## src/logic/ext_mem_pkg.sv

```systemverilog
`default_nettype none
package ext_mem_pkg;

   // Register map (offset index on the plain register port)
   localparam logic [3:0] MEM_IF_CTRL_OFFSET = 4'h0;
   localparam logic [3:0] BUS_STATUS_OFFSET  = 4'h1;
   localparam logic [7:0] MEM_IF_CTRL_RESET  = 8'h00;
   localparam logic [7:0] MEM_IF_CTRL_MASK   = 8'hB3;

   // Field positions of memory_interface_control
   localparam int BUS_DISABLE_BIT = 7;
   localparam int WAIT_HI_BIT     = 5;
   localparam int WAIT_LO_BIT     = 4;
   localparam int SCHEME_HI_BIT   = 1;
   localparam int SCHEME_LO_BIT   = 0;

   // Phase lengths in cycles
   localparam logic [1:0] ADDR_CYCLES = 2'h1;

   typedef enum logic [1:0] {
      MODE_EXT_ONLY  = 2'h0,
      MODE_BOOT_MIX  = 2'h1,
      MODE_EXT_MIX   = 2'h2,
      MODE_INT_ONLY  = 2'h3
   } mem_mode_t;

   typedef enum logic [1:0] {
      ACC_FETCH = 2'h0,
      ACC_READ  = 2'h1,
      ACC_WRITE = 2'h2
   } acc_kind_t;

   // Control pins in port order, bit 7 first
   typedef struct packed {
      logic upperLaneEnable;
      logic lowerLaneEnable;
      logic chipEnable_n;
      logic byteLaneSelect;
      logic upperWriteStrobe;
      logic lowerWriteStrobe;
      logic outputEnable_n;
      logic addrLatch;
   } ctrl_pins_t;

   localparam ctrl_pins_t CTRL_IDLE = '{upperLaneEnable: 1'b1, lowerLaneEnable: 1'b1,
      chipEnable_n: 1'b1, byteLaneSelect: 1'b0, upperWriteStrobe: 1'b1,
      lowerWriteStrobe: 1'b1, outputEnable_n: 1'b1, addrLatch: 1'b0};

   typedef struct packed {
      logic        req;
      acc_kind_t   kind;
      logic        external;
      logic [19:0] addr;
      logic [7:0]  wdata;
   } core_req_t;

endpackage
`default_nettype wire

```

## src/logic/ext_mem_bus.sv

```systemverilog
// What this block does
// - Bus is always sixteen bits wide
// - Disable bit set hands pins to ports in mixed modes
// - External-only mode keeps bus always active
// - Internal-only mode: ports only, control writes blocked
// - Mixed modes: external accesses take bus
// - Mixed modes internal: disable bit picks function
// - Wait code 11/10/01/00 adds 0/1/2/3 cycles to reads and writes
// - Word write: upper strobe on odd byte
// - Byte select: both halves, upper strobe, lane
// - Byte write: both halves, one strobe
// - External access overrides disable bit
// - Disable takes effect after branch internal
// - Idle enabled bus tri-states address/data lines
// - Idle control levels high, latch/select low
// - Data bits on first two ports
// - Upper address bits on third port
// - Control signals on fourth port order
// - Control resets zero, unused bits read zero
// - Port function whenever bus not selected
// - Latch marks address; output enable reads word
// - Chip enable low in access, high asleep
// - Even word write only latches, floats bus
// - Pointer bit zero picks byte-write strobe
//
// Implementation choices: the plain strobed port and the register addresses.
`timescale 1ns/100ps
`default_nettype none
module ext_mem_bus
   import ext_mem_pkg::*;
(
   // Clock and reset
   input  wire  logic                   clock,
   input  wire  logic                   rst_n,
   // Configuration
   input  wire  ext_mem_pkg::mem_mode_t memMode,
   input  wire  logic                   sleepMode,
   // Register port
   input  wire  logic [3:0]             regAddr,
   input  wire  logic [7:0]             regWdata,
   input  wire  logic                   regWr,
   input  wire  logic                   regRd,
   output logic [7:0]                   regRdata,
   // Core request and answer
   input  wire  ext_mem_pkg::core_req_t coreReq,
   output logic                         coreStall,
   output logic                         coreDone,
   output logic [15:0]                  coreRdata,
   // Port-side values when pins are ports
   input  wire  logic [7:0]             portDOut,
   input  wire  logic [7:0]             portDOe,
   input  wire  logic [7:0]             portEOut,
   input  wire  logic [7:0]             portEOe,
   input  wire  logic [3:0]             portHOut,
   input  wire  logic [3:0]             portHOe,
   input  wire  logic [7:0]             portJOut,
   input  wire  logic [7:0]             portJOe,
   // Pins
   input  wire  logic [7:0]             pinDIn,
   input  wire  logic [7:0]             pinEIn,
   output logic [7:0]                   pinDOut,
   output logic [7:0]                   pinDOe,
   output logic [7:0]                   pinEOut,
   output logic [7:0]                   pinEOe,
   output logic [3:0]                   pinHOut,
   output logic [3:0]                   pinHOe,
   output logic [7:0]                   pinJOut,
   output logic [7:0]                   pinJOe,
   output logic                         busActive
);
   import ext_mem_pkg::*;

   typedef enum logic [3:0] {
      ST_IDLE = 4'b0001,
      ST_ADDR = 4'b0010,
      ST_DATA = 4'b0100,
      ST_WAIT = 4'b1000
   } bus_state_t;

   typedef struct packed {
      bus_state_t  st;
      logic [7:0]  ctrlReg;
      logic        pendDisable;
      logic [1:0]  waitCnt;
      core_req_t   cur;
      logic [7:0]  holdLatch;
      logic [15:0] adOut;
      logic        adOe;
      ctrl_pins_t  ctl;
      logic [15:0] rdata;
      logic        done;
      logic [7:0]  regRdata;
   } state_t;

   state_t s_r;
   state_t s_nxt;

   // Wait code maps inversely to added cycles
   function automatic logic [1:0] waitCycles(input logic [1:0] code);
      waitCycles = ~code;
   endfunction

   logic mixedMode;
   logic busOwn;
   logic effDisable;
   logic [1:0] scheme;
   logic oddByte;

   always_comb begin
      mixedMode  = (memMode == MODE_BOOT_MIX) || (memMode == MODE_EXT_MIX);
      effDisable = s_r.ctrlReg[BUS_DISABLE_BIT] & ~s_r.pendDisable;
      scheme     = s_r.ctrlReg[SCHEME_HI_BIT:SCHEME_LO_BIT];
      oddByte    = s_r.cur.addr[0];
      // Active access keeps pins as bus regardless of the disable bit
      if (memMode == MODE_EXT_ONLY)
         busOwn = 1'b1;
      else if (mixedMode)
         busOwn = (s_r.st != ST_IDLE) || !effDisable;
      else
         busOwn = 1'b0;
   end

   always_comb begin
      s_nxt      = s_r;
      s_nxt.done = 1'b0;
      s_nxt.regRdata = 8'h00;
      if (regRd) begin
         case (regAddr)
            MEM_IF_CTRL_OFFSET: s_nxt.regRdata = s_r.ctrlReg & MEM_IF_CTRL_MASK;
            BUS_STATUS_OFFSET:  s_nxt.regRdata = {4'h0, s_r.st};
            default:            s_nxt.regRdata = 8'h00;
         endcase
      end
      if (regWr && regAddr == MEM_IF_CTRL_OFFSET && memMode != MODE_INT_ONLY) begin
         s_nxt.ctrlReg = regWdata & MEM_IF_CTRL_MASK;
         // Setting disable while running externally waits for an internal branch
         if (regWdata[BUS_DISABLE_BIT] && !s_r.ctrlReg[BUS_DISABLE_BIT])
            s_nxt.pendDisable = coreReq.external;
      end
      if (coreReq.req && !coreReq.external && coreReq.kind == ACC_FETCH)
         s_nxt.pendDisable = 1'b0;
      case (s_r.st)
         ST_IDLE: begin
            s_nxt.adOe = 1'b0;
            s_nxt.ctl  = CTRL_IDLE;
            if (coreReq.req && coreReq.external && memMode != MODE_INT_ONLY) begin
               s_nxt.cur = coreReq;
               s_nxt.st  = ST_ADDR;
               s_nxt.adOut = coreReq.addr[15:0];
               s_nxt.adOe  = 1'b1;
               s_nxt.ctl.addrLatch    = 1'b1;
               s_nxt.ctl.chipEnable_n = sleepMode;
               s_nxt.ctl.byteLaneSelect = coreReq.addr[0];
            end
         end
         ST_ADDR: begin
            s_nxt.ctl.addrLatch = 1'b0;
            s_nxt.waitCnt = (s_r.cur.kind == ACC_FETCH) ? 2'h0 :
                            waitCycles(s_r.ctrlReg[WAIT_HI_BIT:WAIT_LO_BIT]);
            s_nxt.st = ST_DATA;
            if (s_r.cur.kind != ACC_WRITE) begin
               s_nxt.adOe = 1'b0;
               s_nxt.ctl.outputEnable_n = 1'b0;
            end else if (scheme[1]) begin
               if (!oddByte) begin
                  s_nxt.holdLatch = s_r.cur.wdata;
                  s_nxt.adOe = 1'b0;
               end else begin
                  s_nxt.adOut = {s_r.cur.wdata, s_r.holdLatch};
                  s_nxt.ctl.upperWriteStrobe = 1'b0;
                  s_nxt.ctl.upperLaneEnable  = 1'b0;
                  s_nxt.ctl.lowerLaneEnable  = 1'b0;
               end
            end else begin
               s_nxt.adOut = {s_r.cur.wdata, s_r.cur.wdata};
               if (scheme[0]) begin
                  s_nxt.ctl.upperWriteStrobe = 1'b0;
                  s_nxt.ctl.upperLaneEnable  = !oddByte;
                  s_nxt.ctl.lowerLaneEnable  = oddByte;
               end else if (oddByte)
                  s_nxt.ctl.upperWriteStrobe = 1'b0;
               else
                  s_nxt.ctl.lowerWriteStrobe = 1'b0;
            end
         end
         ST_DATA, ST_WAIT: begin
            // Bus held steady while waits run down
            if (s_r.waitCnt != 2'h0) begin
               s_nxt.waitCnt = s_r.waitCnt - 2'h1;
               s_nxt.st = ST_WAIT;
            end else begin
               s_nxt.rdata = {pinEIn, pinDIn};
               s_nxt.done  = 1'b1;
               s_nxt.st    = ST_IDLE;
               s_nxt.adOe  = 1'b0;
               s_nxt.ctl   = CTRL_IDLE;
            end
         end
         default: s_nxt.st = ST_IDLE;
      endcase
      if (!rst_n) begin
         s_nxt = '0;
         s_nxt.st = ST_IDLE;
         s_nxt.ctrlReg = MEM_IF_CTRL_RESET;
         s_nxt.ctl = CTRL_IDLE;
      end
   end

   always_ff @(posedge clock) begin
      s_r <= s_nxt;
   end

   always_comb begin
      coreStall = (s_r.st != ST_IDLE) && !s_nxt.done;
      coreDone  = s_r.done;
      coreRdata = s_r.rdata;
      regRdata  = s_r.regRdata;
      busActive = busOwn;
      if (busOwn) begin
         pinDOut = s_r.adOut[7:0];
         pinEOut = s_r.adOut[15:8];
         pinDOe  = {8{s_r.adOe}};
         pinEOe  = {8{s_r.adOe}};
         pinHOut = s_r.cur.addr[19:16];
         pinHOe  = {4{s_r.st != ST_IDLE}};
         pinJOut = s_r.ctl;
         pinJOe  = 8'hFF;
      end else begin
         pinDOut = portDOut;
         pinDOe  = portDOe;
         pinEOut = portEOut;
         pinEOe  = portEOe;
         pinHOut = portHOut;
         pinHOe  = portHOe;
         pinJOut = portJOut;
         pinJOe  = portJOe;
      end
   end
endmodule
`default_nettype wire

```

## config.mk

```make
export PLATFORM = sky130hd
export DESIGN_NAME = ext_mem_bus
export DESIGN_NICKNAME = d
export VERILOG_FILES = /design/src/logic/ext_mem_pkg.sv /design/src/logic/ext_mem_bus.sv
export SDC_FILE = /design/constraint.sdc
export NUM_CORES = 1
export LEC_CHECK = 0
export BUFFER_PORTS_ARGS = -buffer_cell sky130_fd_sc_hd__buf_2
export CAP_MARGIN = 20
export CORE_ASPECT_RATIO = 1.75
export CORE_MARGIN = 2
export CORE_UTILIZATION = 49
export CTS_CLUSTER_DIAMETER = 200
export CTS_CLUSTER_SIZE = 24
export DETAILED_ROUTE_END_ITERATION = 10
export HOLD_SLACK_MARGIN = 0.05
export PLACE_DENSITY = 0.84
export SYNTH_ARGS = -nofsm -noshare
export SYNTH_HDL_FRONTEND = slang
export SYNTH_SLANG_ARGS = --single-unit
```

## constraint.sdc

```tcl
create_clock -name clock -period 4 [get_ports clock]
set_input_delay 0.2 -clock clock [delete_from_list [all_inputs] [get_ports clock]]
set_output_delay 0.2 -clock clock [all_outputs]
set_load 0.05 [all_outputs]
```

==> run_results.csv, run 1 <==
group,metric,value,unit
logic_synthesis,synth_fp_nets,614,
floorplanning,die_y,128.1,um
logic_synthesis,synth_top_cell_by_area,"dfxtp_1",
worst_hold_path,hold_path.class,"in2reg",
grt,grt_pass1_vias,3770,
logic_synthesis,postSynthAreaPerCell,8.830,um2
timing,fin_skew,6.429,ps
grt,grt_max_degree,52,
worst_setup_path,worst-path-buf-inv,2,
timing,finalHoldViolCount,0,
final_layout,syn_to_final_growth,26.45,%
worst_setup_path,cp.required,3800,ps
worst_setup_path,worstSetupEndpointType,"primary output",
clocking,cts_buffer_depth,2,
final_layout,drive_gt1_share,41.76,%
drt,wire_per_inst,15.05,um
logic_synthesis,synth_mux_area_share,14.63,%
grt,grt-ovfl-total,0,
worst_setup_path,critPathMaxFanout,51,
floorplanning,core,8615,um2
logic_synthesis,synth_top_family_by_area,"simple AND/OR/NAND/NOR gates",
clocking,cts-root-buf,"clkbuf_16",
timing,fin_crit,3247,ps
placement,gp_congestion,0.8113,
drt,drc,0,
logic_synthesis,synthAdderAreaFrac,0.8711,%
clocking,cts_resized,0,
logic_synthesis,postSynth.asyncResetShare,0,%
logic_synthesis,ys_seq_area_share,39.02,%
worst_setup_path,critPathKind,"reg2out",
drt,first_iter_violations,176,
clocking,htreeDepth,3,
timing,slew_violations,0,
power_and_ir_drop,ir_drop,0.2327,mV
logic_synthesis,synth-xor-area-share,0.2033,%
drt,vias,4085,
power_and_ir_drop,p_per_area,418.3,nW/um2
timing,rsz0062_at_grt,"no",
drt,first_pass_iters,4,
clocking,ctsHoldBuffers,0,
outcome,run_status,"complete, no violations",
grt,grt_use_total,23.58,%
floorplanning,initial_core_util,50.02,%
logic_synthesis,synth_top_area_share,39.02,%
clocking,path_clk_slew,60,ps
timing,holdWs,103.9,ps
worst_setup_path,crit_path_max_incr_delay,820,ps
timing,setup-violations-final,0,
final_layout,nNetsFinal,772,
logic_synthesis,synth_compound_area_share,15.45,%
placement,dp_hpwl,8808,um
floorplanning,ios,206,
placement,port_buffers,201,
worst_setup_path,worstSetupStartpointType,"flop",
worst_setup_path,arrival,3050,ps
timing,relSlewSlack,35.13,%
logic_synthesis,synthTopCellsByArea,"dfxtp_1 39%, mux2_2 10%, buf_4 4.9%",
logic_synthesis,yosysUniqueCellTypes,48,
timing,tns,0,ps
drt,drt-total-wl,11530,um
drt,routed_via_density,5.333,
timing,tightestPinTransition,969.5,ps
floorplanning,die_x,74.89,um
clocking,numCtsBuffers,9,
drt,antenna_left,0,
clocking,clk_latency,330,ps
floorplanning,dieArea,9590,um2
grt,antenna_found_initial,0,
clocking,post_cts_buffers,0,
flow_run,maxCapViolations,0,
worst_setup_path,critPathTopFamily,"simple AND/OR/NAND/NOR gates",
logic_synthesis,synth_edf_count,0,
timing,clock.fmax,308.0,MHz
worst_setup_path,critPathSlowestCell,"or4b_1",
timing,min_period_over_period,81.17,%
power_and_ir_drop,p_leak,2.645,nW
grt,grt_pass1_wl,17450,um
final_layout,num_antenna_cells,0,
clocking,cts_tree,"done",
logic_synthesis,synth-simple-area-share,19.72,%
clocking,clock-sinks,84,
logic_synthesis,yosys_warnings,0,
logic_synthesis,yosys_register_bits,84,
floorplanning,rows,45,
logic_synthesis,synth-main-ff-cell,"dfxtp_1",
logic_synthesis,synthCells,488,
logic_synthesis,syn-cell-area,4309,um2
worst_setup_path,path_cells,"or4b_1, o21ai_1, and2_2, buf_12, mux2_2, buf_2",
==> routing by layer <==
metal	track usage, %	up-vias	wire length (um)	part of all wire (%)
met5	0	-	0	0
met4	9.244	0	234	2.0
met3	5.189	20	755	6.5
met2	43.19	181	6197	54
met1	25.10	1873	4345	38
li1	-	2011	-	-
==> final timing paths <==
check | start | end | slack, ps | cells after the start
worst max-delay path | s_r[104]$_SDFFE_PN0P_ | pinJOut[0] | 750 | 6
worst min register to register | coreRdata[8]$_SDFFE_PN0P_ | coreRdata[8]$_SDFFE_PN0P_ | 450 | 2
worst min-delay path | regWdata[4] | s_r[97]$_SDFFE_PN0P_ | 100 | 3
worst max register to register | s_r[90]$_SDFFE_PN0P_ | s_r[90]$_SDFFE_PN0P_ | 1270 | 6
==> Yosys cell counts, types with 2 or more instances <==
| cell | count |
|---|---|
| dfxtp_1 | 84 |
| nand2_1 | 47 |
| nor2_1 | 45 |
| a21oi_1 | 41 |
| mux2_2 | 40 |
| buf_4 | 28 |
| nand3_1 | 24 |
| clkbuf_1 | 19 |
| nor3_1 | 19 |
| mux2i_1 | 18 |
| a21o_1 | 16 |
| a221oi_1 | 15 |
| inv_1 | 13 |
| nand2b_1 | 11 |
| buf_2 | 6 |
| buf_6 | 6 |
| and2_1 | 5 |
| and3_1 | 4 |
| o21ai_0 | 4 |
| ha_1 | 3 |
| nand3b_1 | 3 |
| nor4b_1 | 3 |
| o311a_1 | 3 |
| a22oi_1 | 2 |
| a311oi_1 | 2 |
| nor2b_1 | 2 |
| nor3b_1 | 2 |
| or4b_1 | 2 |
| or4b_2 | 2 |
==> state kept, by name (all words and copies together) (netlist names) <==
name,count
s_r,59
coreRdata,16
regRdata,7
oddByte,1
coreDone,1
==> placed cells by master, fill, tap and decap left out, types with 3 or more instances in the layout <==
| master | instances |
|---|---|
| nand2b_1 | 11 |
| o311a_1 | 3 |
| clkbuf_16 | 9 |
| nor3_1 | 19 |
| nand2_1 | 47 |
| mux2_2 | 40 |
| a21oi_1 | 41 |
| nand3_1 | 24 |
| inv_1 | 12 |
| o21ai_0 | 4 |
| nor2_1 | 45 |
| a221oi_1 | 15 |
| buf_4 | 5 |
| buf_2 | 201 |
| a21o_1 | 16 |
| mux2i_1 | 18 |
| dfxtp_1 | 84 |
| and2_1 | 4 |
| and3_1 | 4 |
| ha_1 | 3 |
| nand3b_1 | 3 |
==> report_power, final <==
| group | switching [mW] | internal (mW) | leakage [nW] |
|---|---|---|---|
| sequential | 0.0207 | 0.862 | 0.681 |
| combinational | 0.368 | 0.177 | 1.82 |
| clock | 0.311 | 0.540 | 0.145 |
| total | 0.700 | 1.58 | 2.65 |
==> stage by stage <==
stage	setup slack, ps	utilization [%]	area (um2)	power, mW	cells
floorplan	1722	-	4309	1.304	488
global placement	1154	59.71	5144	1.436	752
detailed placement	1116	59.71	5144	1.446	752
CTS	745.4	63.25	5449	2.296	766
global route	627.3	63.25	5449	2.367	766
finish	753.4	63.25	5449	2.279	766
==> kinds of logic after synthesis <==
| kind of cell | after synthesis |
|---|---|
| compound gates | 94 |
| other cells | 1 |
| buf+inv | 73 |
| xor+xnor | 1 |
| flops | 84 |
| fa+ha+maj | 3 |
| simple gates | 174 |
| mux | 58 |
==> worst register-to-register path: stages, from the launching register on <==
cell	delay [ps]
dfxtp_1	370
inv_1	60
ha_1	470
or3b_2	550
a311oi_1	690
nor4b_1	340
o32a_2	200
==> area by class of cell <==
class,instances,area [um2]
Clock buffer,10,229.0
Clock inverter,4,76.32
Fill cell,734,3166
Inverter,13,48.80
Multi-Input combinational cell,331,2203
Sequential cell,84,1682
Tap cell,117,146.4
Timing Repair Buffer,207,1064
Power figures use the tool's default switching activity.
==> run 2: changes to the inputs <==
CORE_UTILIZATION = 42   (was 49)
PLACE_DENSITY = 0.77   (was 0.84)
clock period = 2.9 ns   (was 4 ns; I/O delays follow)
==> run_results.csv, run 2 (synthesis gave the netlist of run 1 again) <==
group,metric,value,unit
floorplanning,core,9910,um2
drt,vias,4234,
grt,grt_pass1_vias,4160,
floorplanning,die_y,138.0,um
final_layout,largest_reg_flops,59,
floorplanning,ios,206,
placement,gp_congestion,0.7608,
final_layout,drive_gt1_share,41.08,%
worst_setup_path,worstSetupEndpointType,"primary output",
clocking,htreeDepth,3,
timing,rsz0062_at_grt,"no",
worst_setup_path,cp.required,2760,ps
worst_hold_path,hold_path.class,"in2reg",
final_layout,final_cell_mix,"201 x buf_2, 84 x dfxtp_1, 47 x nand2_1",
clocking,path_clk_slew,60,ps
floorplanning,die_x,80.57,um
timing,holdWs,67.55,ps
final_layout,nNetsFinal,805,
power_and_ir_drop,p_sw,1.013,mW
worst_setup_path,critPathMaxFanout,27,
clocking,post_cts_buffers,0,
timing,tns,0,ps
timing,fin_skew,7.086,ps
flow_run,maxCapViolations,0,
clocking,cts_tree,"done",
final_layout,syn_to_final_growth,34.09,%
timing,min_period_over_period,95.36,%
grt,grt_pass1_wl,18860,um
placement,port_buffers,201,
power_and_ir_drop,p_leak,2.794,nW
grt,grt_max_degree,54,
drt,first_pass_iters,4,
drt,routed_via_density,5.227,
power_and_ir_drop,ir_drop,0.3513,mV
power_and_ir_drop,p_comb_share,25.4,%
worst_setup_path,critPathKind,"reg2out",
drt,first_iter_violations,232,
timing,finalHoldViolCount,0,
floorplanning,initial_core_util,43.48,%
worst_setup_path,arrival,2620,ps
worst_setup_path,worstSetupStartpointType,"flop",
drt,drt-total-wl,12440,um
outcome,run_status,"complete, no violations",
power_and_ir_drop,p_clk_share,36.1,%
grt,grt-ovfl-total,0,
power_and_ir_drop,p_int,2.134,mW
timing,clock.fmax,361.6,MHz
floorplanning,rows,48,
final_layout,top_register,"s_r",
clocking,cts-root-buf,"clkbuf_16",
clocking,clk_latency,340,ps
clocking,cts_resized,0,
final_layout,fin_util,58.31,%
power_and_ir_drop,p_per_area,544.6,nW/um2
timing,fin_crit,2766,ps
timing,slew_violations,0,
timing,tightestPinTransition,752.7,ps
clocking,cts_buffer_depth,2,
clocking,clock-sinks,84,
power_and_ir_drop,switching_share,32.18,%
clocking,numCtsBuffers,9,
power_and_ir_drop,power_frac_seq,38.5,%
drt,wire_per_inst,15.36,um
drt,drc,0,
floorplanning,dieArea,11120,um2
timing,relSlewSlack,49.48,%
grt,antenna_found_initial,0,
placement,dp_hpwl,9086,um
grt,grt_use_total,22.02,%
timing,setup-violations-final,0,
drt,antenna_left,0,
final_layout,fillers,878,
final_layout,layout_commonest_cell,"buf_2",
run 2: path summary, 6_finish.rpt:
path / startpoint / to / slack (ps) / cells after the start
setup reg to reg: s_r[90]$_SDFFE_PN0P_ / s_r[90]$_SDFFE_PN0P_ / 600 / 7
hold / removal: pinEIn[4] / coreRdata[12]$_SDFFE_PN0P_ / 70 / 3
hold reg to reg: s_r[83]$_SDFFE_PN0P_ / s_r[83]$_SDFFE_PN0P_ / 450 / 2
setup / recovery: s_r[103]$_SDFFE_PN0P_ / pinEOut[2] / 130 / 6
run 2: through the flow:
| step | area, um2 | std cells | setup slack (ps) | total power [mW] |
|---|---|---|---|---|
| detailed placement | 5206 | 767 | 458.7 | 2.002 |
| global placement | 5199 | 766 | 519.7 | 1.988 |
| finish | 5778 | 810 | 134.5 | 3.146 |
| CTS | 5751 | 808 | 87.27 | 3.159 |
| global route | 5776 | 809 | 13.93 | 3.266 |
| floorplan | 4309 | 488 | 677.5 | 1.799 |
run 2: power groups by stage:
| stage | Combinational (mW) | Clock [mW] | Sequential (mW) |
|---|---|---|---|
| floorplan | 0.570 | 0 | 1.23 |
| global placement | 0.751 | 0 | 1.24 |
| detailed placement | 0.764 | 0 | 1.24 |
| CTS | 0.793 | 1.15 | 1.21 |
| global route | 0.852 | 1.20 | 1.22 |
| finish | 0.801 | 1.13 | 1.21 |
run 2: repair_timing:
item / 4_1_cts / 5_1_grt
hold buffers: 25 / 0
setup endpoints to repair: 0 / 26
endpoints found under the hold margin: 25 / 0
run 2: cell type report:
cell class	count	area, um2	share of cell area (%)
Multi-Input combinational cell	331	2203	38.13
Clock inverter	6	65.06	1.126
Sequential cell	84	1682	29.10
Tap cell	125	156.4	2.707
Inverter	13	48.80	0.8445
Timing Repair Buffer	240	1391	24.08
Antenna cell	1	2.502	0.04331
Clock buffer	10	229.0	3.963
run 2: critical path, cell delays in order, from the launching register on:
cell	delay (ps)
dfxtp_1	420
or4b_1	530
o21ai_1	190
and2_2	330
buf_12	230
mux2_2	360
buf_2	210
run 2: metal layers:
| layer | routed length, um | track usage [%] | part of all wire (%) |
|---|---|---|---|
| met1 | 4593 | 22.94 | 37 |
| met2 | 6640 | 40.79 | 53 |
| met3 | 822 | 4.362 | 6.6 |
| met4 | 387 | 11.39 | 3.1 |
| met5 | 0 | 0 | 0 |
